==> src/clk_switch_pkg.sv <==
// Shared constants, types and register map for the clock switch and sleep-wake block
package clk_switch_pkg;

   // ----------------------------------------------------------------
   // Clock and timing
   // ----------------------------------------------------------------
   localparam int CLK_MHZ = 125;
   localparam int CPU_STARTUP_US = 10;
   localparam int CPU_STARTUP_CYC = CPU_STARTUP_US * CLK_MHZ;
   localparam int STABLE_WAIT_MS = 4;
   localparam int STABLE_WAIT_CYC = STABLE_WAIT_MS * 1000 * CLK_MHZ;
   localparam logic [10:0] OST_COUNT = 11'h0400;
   localparam logic [3:0] SETTLE_COUNT = 4'h8;
   localparam logic [10:0] CPU_CYC = 11'(CPU_STARTUP_CYC);

   // ----------------------------------------------------------------
   // Register map (byte addresses)
   // ----------------------------------------------------------------
   localparam logic [7:0] ADDR_OSC_CTRL = 8'h00;
   localparam logic [7:0] ADDR_SEC_CTRL = 8'h04;
   localparam logic [7:0] ADDR_IRQ_STATUS = 8'h08;
   localparam logic [7:0] ADDR_IRQ_MASK = 8'h0c;
   localparam logic [7:0] ADDR_STATE = 8'h10;

   // oscillator_control fields
   localparam int SCS_LSB = 0;
   localparam int STD_BIT = 2;
   localparam int IOS_BIT = 3;
   localparam int IFS_LSB = 4;
   // secondary control fields
   localparam int SEN_BIT = 0;
   localparam int SCA_BIT = 1;
   // interrupt status bits
   localparam int IRQ_SWITCH = 0;
   localparam int IRQ_WAKE = 1;
   localparam int IRQ_STABLE = 2;
   localparam int IRQ_W = 3;

   // Reset values
   localparam logic [1:0] SCS_RESET = 2'h0;
   localparam logic [2:0] IFS_RESET = 3'h0;
   localparam logic [IRQ_W-1:0] MASK_RESET = 3'h0;

   // Select field codes
   localparam logic [1:0] SCS_PRIMARY = 2'h0;
   localparam logic [1:0] SCS_SECONDARY = 2'h1;
   localparam logic [1:0] SCS_INTERNAL = 2'h2;

   // primary_osc_config codes; values below PCFG_DRIVEN are crystals
   localparam logic [2:0] PCFG_LOW_POWER_CRYSTAL = 3'h0;
   localparam logic [2:0] PCFG_MEDIUM_CRYSTAL = 3'h1;
   localparam logic [2:0] PCFG_HIGH_SPEED_CRYSTAL = 3'h2;
   localparam logic [2:0] PCFG_DRIVEN = 3'h3;
   localparam logic [2:0] PCFG_RC = 3'h4;

   typedef enum logic [1:0] {SRC_PRIMARY, SRC_SECONDARY, SRC_INTERNAL} src_e;

   typedef struct packed {
      logic [7:0] addr;
      logic [31:0] wdata;
      logic wr;
      logic rd;
   } bus_req_s;

endpackage

==> src/clock_switch_sleep_wake.sv <==
// System clock source switching and sleep-wake sequencing with register port
//
// Our own choices: the address map and strobed register access.
`timescale 1ns/1ns
`default_nettype none

module clock_switch_sleep_wake
   import clk_switch_pkg::*;
#(
   parameter int STABLE_WAIT = STABLE_WAIT_CYC
) (
   input wire logic core_clk,
   input wire logic reset,
   input wire bus_req_s bus_req,
   output logic [31:0] rdata,
   input wire logic [2:0] primary_osc_config,
   input wire logic two_speed_enable,
   input wire logic primary_tick,
   input wire logic secondary_tick,
   input wire logic internal_tick,
   input wire logic sleep_req,
   input wire logic wake_event,
   output logic [1:0] sys_clk_sel,
   output logic core_run,
   output logic periph_run,
   output logic asleep,
   output logic secondary_osc_on,
   output logic [2:0] internal_freq_select,
   output logic irq
);

   typedef enum logic [2:0] {ST_BOOT, ST_RESET_OST, ST_RUN, ST_OST_WAIT, ST_SETTLE, ST_SLEEP,
      ST_WAKE} state_e;

   // ----------------------------------------------------------------
   // Declarations
   // ----------------------------------------------------------------
   state_e state_r;
   src_e cur_src_r;
   src_e tgt_src_r;
   src_e want_src;
   logic [1:0] clock_source_select_r;
   logic [2:0] internal_freq_select_r;
   logic secondary_osc_enable_r;
   logic [IRQ_W-1:0] irq_status_r;
   logic [IRQ_W-1:0] irq_mask_r;
   logic start_timer_done_r;
   logic internal_osc_stable_r;
   logic secondary_clock_active_r;
   logic [19:0] stable_cnt_r;
   logic stable_run_r;
   logic [10:0] ost_cnt_r;
   logic [3:0] settle_cnt_r;
   logic [10:0] cpu_cnt_r;
   logic ost_need_r;
   logic core_run_r;
   logic periph_run_r;
   logic done_pulse_r;
   src_e done_src_r;
   logic wake_pulse_r;
   logic stable_pulse;
   logic crystal;
   logic tgt_tick;
   logic ost_done;
   logic cpu_done;
   logic [31:0] rdata_r;
   logic wr_osc;
   logic wr_sec;

   assign crystal = (primary_osc_config < PCFG_DRIVEN);
   assign ost_done = (ost_cnt_r == OST_COUNT);
   assign cpu_done = (cpu_cnt_r == CPU_CYC);
   assign wr_osc = bus_req.wr && (bus_req.addr == ADDR_OSC_CTRL);
   assign wr_sec = bus_req.wr && (bus_req.addr == ADDR_SEC_CTRL);
   assign stable_pulse = stable_run_r && (stable_cnt_r == 20'(STABLE_WAIT - 1));

   always_comb begin
      case (clock_source_select_r)
         SCS_SECONDARY: want_src = SRC_SECONDARY;
         SCS_INTERNAL: want_src = SRC_INTERNAL;
         default: want_src = SRC_PRIMARY;
      endcase
   end

   assign tgt_tick = (tgt_src_r == SRC_SECONDARY) ? secondary_tick :
      (tgt_src_r == SRC_INTERNAL) ? internal_tick : primary_tick;

   // ----------------------------------------------------------------
   // Software registers
   // ----------------------------------------------------------------
   // The secondary select only takes when its oscillator is enabled; a request
   // for both bits lands on the internal oscillator.
   always_ff @(posedge core_clk) begin
      if (reset) begin
         clock_source_select_r <= SCS_RESET;
         internal_freq_select_r <= IFS_RESET;
         secondary_osc_enable_r <= 1'b0;
         irq_mask_r <= MASK_RESET;
      end else begin
         if (wr_osc) begin
            internal_freq_select_r <= bus_req.wdata[IFS_LSB +: 3];
            if (bus_req.wdata[SCS_LSB + 1]) begin
               clock_source_select_r <= SCS_INTERNAL;
            end else if (bus_req.wdata[SCS_LSB] && secondary_osc_enable_r) begin
               clock_source_select_r <= SCS_SECONDARY;
            end else begin
               clock_source_select_r <= SCS_PRIMARY;
            end
         end else if (wr_sec) begin
            secondary_osc_enable_r <= bus_req.wdata[SEN_BIT];
            if (!bus_req.wdata[SEN_BIT] && clock_source_select_r == SCS_SECONDARY) begin
               clock_source_select_r <= SCS_PRIMARY;
            end
         end
         if (bus_req.wr && bus_req.addr == ADDR_IRQ_MASK) begin
            irq_mask_r <= bus_req.wdata[IRQ_W-1:0];
         end
      end
   end

   // ----------------------------------------------------------------
   // Switch and sleep sequencer
   // ----------------------------------------------------------------
   // Sleep never touches the select field, so the wake path simply reads it.
   always_ff @(posedge core_clk) begin
      if (reset) begin
         state_r <= ST_BOOT;
         cur_src_r <= SRC_PRIMARY;
         tgt_src_r <= SRC_PRIMARY;
         ost_cnt_r <= 11'h000;
         settle_cnt_r <= 4'h0;
         cpu_cnt_r <= 11'h000;
         ost_need_r <= 1'b0;
         core_run_r <= 1'b0;
         periph_run_r <= 1'b0;
         done_pulse_r <= 1'b0;
         done_src_r <= SRC_PRIMARY;
         wake_pulse_r <= 1'b0;
      end else begin
         done_pulse_r <= 1'b0;
         wake_pulse_r <= 1'b0;
         case (state_r)
            ST_BOOT: begin
               // Configuration is sampled one edge after reset release
               ost_cnt_r <= 11'h000;
               if (crystal) begin
                  state_r <= ST_RESET_OST;
                  if (two_speed_enable) begin
                     cur_src_r <= SRC_INTERNAL;
                     core_run_r <= 1'b1;
                     periph_run_r <= 1'b1;
                     done_pulse_r <= 1'b1;
                     done_src_r <= SRC_INTERNAL;
                  end
               end else begin
                  state_r <= ST_RUN;
                  core_run_r <= 1'b1;
                  periph_run_r <= 1'b1;
                  done_pulse_r <= 1'b1;
                  done_src_r <= SRC_PRIMARY;
               end
            end
            ST_RESET_OST: begin
               if (ost_done && cur_src_r == SRC_INTERNAL) begin
                  state_r <= ST_SETTLE;
                  core_run_r <= 1'b0;
               end else if (ost_done) begin
                  state_r <= ST_RUN;
                  cur_src_r <= SRC_PRIMARY;
                  core_run_r <= 1'b1;
                  periph_run_r <= 1'b1;
                  done_pulse_r <= 1'b1;
                  done_src_r <= SRC_PRIMARY;
               end else if (primary_tick) begin
                  ost_cnt_r <= ost_cnt_r + 11'h001;
               end
            end
            ST_RUN: begin
               if (sleep_req) begin
                  state_r <= ST_SLEEP;
                  core_run_r <= 1'b0;
                  periph_run_r <= 1'b0;
               end else if (want_src != cur_src_r) begin
                  tgt_src_r <= want_src;
                  ost_cnt_r <= 11'h000;
                  settle_cnt_r <= 4'h0;
                  if (want_src == SRC_PRIMARY && crystal) begin
                     state_r <= ST_OST_WAIT;
                  end else begin
                     state_r <= ST_SETTLE;
                     core_run_r <= 1'b0;
                  end
               end
            end
            ST_OST_WAIT: begin
               // The old source keeps clocking the core while the crystal starts
               if (sleep_req) begin
                  state_r <= ST_SLEEP;
                  core_run_r <= 1'b0;
                  periph_run_r <= 1'b0;
               end else if (want_src != SRC_PRIMARY) begin
                  state_r <= ST_RUN;
               end else if (ost_done) begin
                  state_r <= ST_SETTLE;
                  settle_cnt_r <= 4'h0;
                  core_run_r <= 1'b0;
               end else if (primary_tick) begin
                  ost_cnt_r <= ost_cnt_r + 11'h001;
               end
            end
            ST_SETTLE: begin
               if (settle_cnt_r == SETTLE_COUNT) begin
                  state_r <= ST_RUN;
                  cur_src_r <= tgt_src_r;
                  core_run_r <= 1'b1;
                  periph_run_r <= 1'b1;
                  done_pulse_r <= 1'b1;
                  done_src_r <= tgt_src_r;
               end else if (tgt_tick) begin
                  settle_cnt_r <= settle_cnt_r + 4'h1;
               end
            end
            ST_SLEEP: begin
               if (wake_event) begin
                  state_r <= ST_WAKE;
                  cpu_cnt_r <= 11'h000;
                  ost_cnt_r <= 11'h000;
                  tgt_src_r <= want_src;
                  ost_need_r <= (want_src == SRC_PRIMARY) && crystal;
               end
            end
            ST_WAKE: begin
               // The CPU timer advances every cycle, the start-up timer only on primary ticks
               if (!cpu_done) begin
                  cpu_cnt_r <= cpu_cnt_r + 11'h001;
               end
               if (primary_tick && !ost_done && ost_need_r) begin
                  ost_cnt_r <= ost_cnt_r + 11'h001;
               end
               if (cpu_done) begin
                  if (!ost_need_r) begin
                     state_r <= ST_RUN;
                     cur_src_r <= tgt_src_r;
                     core_run_r <= 1'b1;
                     periph_run_r <= 1'b1;
                     done_pulse_r <= 1'b1;
                     done_src_r <= tgt_src_r;
                     wake_pulse_r <= 1'b1;
                  end else if (ost_done) begin
                     state_r <= ST_RUN;
                     cur_src_r <= SRC_PRIMARY;
                     core_run_r <= 1'b1;
                     periph_run_r <= 1'b1;
                     done_pulse_r <= 1'b1;
                     done_src_r <= SRC_PRIMARY;
                     wake_pulse_r <= 1'b1;
                  end else if (two_speed_enable) begin
                     state_r <= ST_OST_WAIT;
                     cur_src_r <= SRC_INTERNAL;
                     tgt_src_r <= SRC_PRIMARY;
                     core_run_r <= 1'b1;
                     periph_run_r <= 1'b1;
                     done_pulse_r <= 1'b1;
                     done_src_r <= SRC_INTERNAL;
                     wake_pulse_r <= 1'b1;
                  end
               end
            end
            default: begin
               state_r <= ST_BOOT;
            end
         endcase
      end
   end

   // ----------------------------------------------------------------
   // Status flags
   // ----------------------------------------------------------------
   always_ff @(posedge core_clk) begin
      if (reset) begin
         start_timer_done_r <= 1'b0;
         secondary_clock_active_r <= 1'b0;
      end else if (done_pulse_r) begin
         start_timer_done_r <= (done_src_r == SRC_PRIMARY);
         secondary_clock_active_r <= (done_src_r == SRC_SECONDARY);
      end
   end

   // Counts core clocks, so the delay holds whatever frequency is selected
   always_ff @(posedge core_clk) begin
      if (reset) begin
         internal_osc_stable_r <= 1'b0;
         stable_run_r <= 1'b0;
         stable_cnt_r <= 20'h0_0000;
      end else if (done_pulse_r) begin
         internal_osc_stable_r <= 1'b0;
         stable_run_r <= (done_src_r == SRC_INTERNAL);
         stable_cnt_r <= 20'h0_0000;
      end else if (stable_pulse) begin
         internal_osc_stable_r <= 1'b1;
         stable_run_r <= 1'b0;
      end else if (stable_run_r) begin
         stable_cnt_r <= stable_cnt_r + 20'h0_0001;
      end
   end

   // ----------------------------------------------------------------
   // Interrupt status, mask and request
   // ----------------------------------------------------------------
   // A new event in the clearing cycle survives the write-one-to-clear.
   always_ff @(posedge core_clk) begin
      if (reset) begin
         irq_status_r <= 3'h0;
      end else begin
         irq_status_r <= (irq_status_r &
            ~((bus_req.wr && bus_req.addr == ADDR_IRQ_STATUS) ? bus_req.wdata[IRQ_W-1:0] : 3'h0))
            | {stable_pulse, wake_pulse_r, done_pulse_r};
      end
   end

   always_ff @(posedge core_clk) begin
      if (reset) begin
         irq <= 1'b0;
      end else begin
         irq <= |(irq_status_r & irq_mask_r);
      end
   end

   // ----------------------------------------------------------------
   // Read port
   // ----------------------------------------------------------------
   always_ff @(posedge core_clk) begin
      rdata_r <= 32'h0000_0000;
      if (!reset && bus_req.rd) begin
         case (bus_req.addr)
            ADDR_OSC_CTRL: begin
               rdata_r[SCS_LSB +: 2] <= clock_source_select_r;
               rdata_r[STD_BIT] <= start_timer_done_r;
               rdata_r[IOS_BIT] <= internal_osc_stable_r;
               rdata_r[IFS_LSB +: 3] <= internal_freq_select_r;
            end
            ADDR_SEC_CTRL: begin
               rdata_r[SEN_BIT] <= secondary_osc_enable_r;
               rdata_r[SCA_BIT] <= secondary_clock_active_r;
            end
            ADDR_IRQ_STATUS: rdata_r[IRQ_W-1:0] <= irq_status_r;
            ADDR_IRQ_MASK: rdata_r[IRQ_W-1:0] <= irq_mask_r;
            ADDR_STATE: begin
               rdata_r[1:0] <= cur_src_r;
               rdata_r[2] <= core_run_r;
               rdata_r[3] <= (state_r == ST_SLEEP) || (state_r == ST_WAKE);
            end
            default: rdata_r <= 32'h0000_0000;
         endcase
      end
   end

   // ----------------------------------------------------------------
   // Registered outputs
   // ----------------------------------------------------------------
   // The secondary oscillator stays up until the core has really left it
   always_ff @(posedge core_clk) begin
      if (reset) begin
         asleep <= 1'b0;
         secondary_osc_on <= 1'b0;
      end else begin
         asleep <= (state_r == ST_SLEEP) || (state_r == ST_WAKE);
         secondary_osc_on <= secondary_osc_enable_r || (cur_src_r == SRC_SECONDARY);
      end
   end

   assign rdata = rdata_r;
   assign sys_clk_sel = cur_src_r;
   assign core_run = core_run_r;
   assign periph_run = periph_run_r;
   assign internal_freq_select = internal_freq_select_r;

endmodule

`default_nettype wire

==> config.mk <==
export PLATFORM = sky130hd
export DESIGN_NAME = clock_switch_sleep_wake
export DESIGN_NICKNAME = d
export VERILOG_FILES = /design/src/clk_switch_pkg.sv /design/src/clock_switch_sleep_wake.sv
export SDC_FILE = /design/constraint.sdc
export NUM_CORES = 1
export LEC_CHECK = 0
export BUFFER_PORTS_ARGS = -buffer_cell sky130_fd_sc_hd__buf_4
export CAP_MARGIN = 20
export CORE_MARGIN = 5
export CORE_UTILIZATION = 30
export CTS_CLUSTER_DIAMETER = 50
export CTS_CLUSTER_SIZE = 14
export DETAILED_ROUTE_END_ITERATION = 8
export PLACE_DENSITY = 0.5
export SETUP_SLACK_MARGIN = 0.3
export SYNTH_ARGS = -nofsm -noshare
export SYNTH_HDL_FRONTEND = slang
export SYNTH_SLANG_ARGS = --single-unit
==> constraint.sdc <==
create_clock -name core_clk -period 2.9 [get_ports core_clk]
set_input_delay 0.145 -clock core_clk [delete_from_list [all_inputs] [get_ports core_clk]]
set_output_delay 0.145 -clock core_clk [all_outputs]
set_load 0.05 [all_outputs]
==> results_dict.tcl <==
set metrics [dict create \
    status "finished, final reports clean" \
    netlist_area_um2 5000 \
    remaining_drc_errors 0 \
    timing_worst_slew_pin_value_ns 0.856 \
    syn_area_per_cell_um2 8.29 \
    period_minus_slack_ns 2.46 \
    crit_chain "inv_1, ha_1, nor2b_1, a311oi_2, o22ai_1, or3_4, o41ai_1" \
    endpoint_kind "flip-flop" \
    grt_start_max_net_pins 32 \
    drt_first_pass_iters 5 \
    cp_top_family "compound AO/OA/AOI/OAI gates" \
    slew_violations 0 \
    setup_violations 0 \
    cpMaxStageDelayCell "or3_4" \
    powerDensity_nw_per_um2 666 \
    multi_input_area_um2 2960 \
    overflow 0 \
    rows 47 \
    cp.required_ns 3.16 \
    htreeDepth 3 \
    hold_path.class "primary input to flip-flop" \
    synth_flop_cell "dfxtp_1" \
    die_x_um 139 \
    hold-worst-slack_ns 0.0251 \
    vias 4584 \
    layout_common_cells "86 x dfxtp_1, 82 x nor2_1, 57 x buf_4" \
    antenna_found_initial 0 \
    crit_buf_inv 1 \
    drive_above_1_share 0.150 \
    initial_core_util 0.303 \
    nets 702 \
    final_antenna_net_count 0 \
    fin_crit_sh 0.848 \
    synth_cells 603 \
    cts_tree "done" \
    path_class "flip-flop to flip-flop" \
    path_clk_slew_ns 0.07 \
    start_kind "flip-flop" \
    worst_slack_ns 0.441 \
    critPathArrivalTime_ns 2.72 \
    maxSlewHeadroom 0.425 \
    drv_cap 0 \
    nFillCells 1751 \
    hold_viol 0 \
    die_height_um 139 \
    wl_per_cell_um 15.6 \
    cts_buffers 9 \
    rsz0062_at_grt "false" \
    dp_worst_setup_slack_ns 0.354 \
    first_global_vias 4371 \
    ios 95 \
    async_flop_share 0 \
    portBuffers 43 \
    wirelength_um 13500 \
    post-dp-hpwl_um 9780 \
    crit_fanout 10 \
    die_area_um2 19300 \
    finalPower_mw 3.85 \
    clockBufferDepth 2 \
    layout_commonest_cell "dfxtp_1" \
    ys_ff_latch 86 \
    syn_to_final_growth_pct 15.6 \
    max-vdd-ir-drop_uv 365 \
    synth_edf_count 0 \
    cts_sinks 86 \
    grt_usage 0.138 \
    fin_setup_tns_ns 0 \
    core_area_um2 16500 \
    cts_root_buf "clkbuf_16" \
    slowest_delay_ns 0.48 \
    yosysWarnings 0 \
    fmax_mhz 407 \
    antenna_cells 0 \
    drt_iter0_markers 306 \
    viasPerCell 5.30 \
    grt_pass1_wl_um 22200 \
    synth_cell_types 76 \
    clkLatencyLatePin_ns 0.36 \
    synth_seq_area_share 0.345 \
    register_area_um2 1720 \
    finClkSkew_ns 0.0116 \
    static-leakage-power_nw 2.10 \
    gp_congestion 0.927 \
]
## power breakdown
part	leakage, nW	switching (mW)	total [mW]	internal [mW]
Combinational	1.27	0.852	1.31	0.462
Sequential	0.695	0.126	1.39	1.26
Clock	0.135	0.547	1.15	0.599
Total	2.10	1.53	3.85	2.32
## routing by layer
layer  GRT usage  wire, µm  share of wire
met1       0.181      6130           0.45
met2       0.219      6380           0.47
met3      0.0245       629          0.047
met4      0.0649       361          0.027
met5           0         0              0
## timing repair
action	in CTS	in global routing
hold buffers	1	0
endpoints found under the hold margin	1	0
resized for setup	0	1
endpoints found under the setup margin	0	3
setup buffers	0	0
## cells by family (layout without fill, tap and decap cells)
group,after synthesis,after routing,share of synthesized area
multiplexers,16,16,0.0336
buffers and inverters,80,98,0.0814
AND/OR/NAND/NOR,238,238,0.254
AO/OA/AOI/OAI,145,145,0.215
XOR/XNOR,28,28,0.0491
flip-flops,86,86,0.345
adder cells (fa/ha/maj),9,9,0.0225
other,1,25,0.000750
## state kept, by name (all words and copies together), names as in the netlist, 2 cells and up
register / count
stable_cnt_r: 20
cpu_cnt_r: 11
ost_cnt_r: 11
rdata: 7
settle_cnt_r: 4
internal_freq_select: 3
irq_mask_r: 3
irq_status_r: 3
state_r: 3
clock_source_select_r: 2
done_src_r: 2
sys_clk_sel: 2
tgt_src_r: 2
## worst min-delay path, stage by stage
cell and delay (ns):
buf_4 0.08, mux2i_1 0.05, nor2_1 0.07
## Yosys cell counts, types with 12 or more instances
library cell	number	area [µm²]
nand4_1	15	93.8
a31oi_1	12	75.1
a21oi_1	22	110
buf_4	26	195
nor2_1	82	308
inv_1	23	86.3
nand3_1	24	120
xor2_1	16	140
nand2_1	36	135
xnor2_1	12	105
clkbuf_1	18	67.6
dfxtp_1	86	1720
o21ai_0	15	75.1
## per-stage QoR
stage          cells   util  area, µm²
2_1_floorplan    627      -       5090
3_3_place_gp     848  0.332       5470
3_5_place_dp     848  0.332       5470
4_1_cts          865  0.350       5770
5_1_grt          865  0.351       5780
6_report         865  0.351       5780
## worst paths after layout
kind | slack, ns | depth (start not counted) | start | end
worst max-delay path | 0.44 | 7 | clock_source_select_r[0] | ost_cnt_r[10]
worst min-delay path | 0.03 | 3 | bus_req[8] | internal_freq_select[2]
worst max register to register | 0.44 | 7 | clock_source_select_r[0] | ost_cnt_r[10]
worst min register to register | 0.46 | 2 | secondary_clock_active_r | secondary_clock_active_r
## layout make-up
class / count / area share
clock buffer: 9 / 0.0390
clock inverter: 7 / 0.0106
inverter: 24 / 0.0156
multi-input combinational: 461 / 0.513
sequential: 86 / 0.298
tap: 220 / 0.0477
timing repair buffer: 58 / 0.0758
Power figures use the tool's default switching activity.
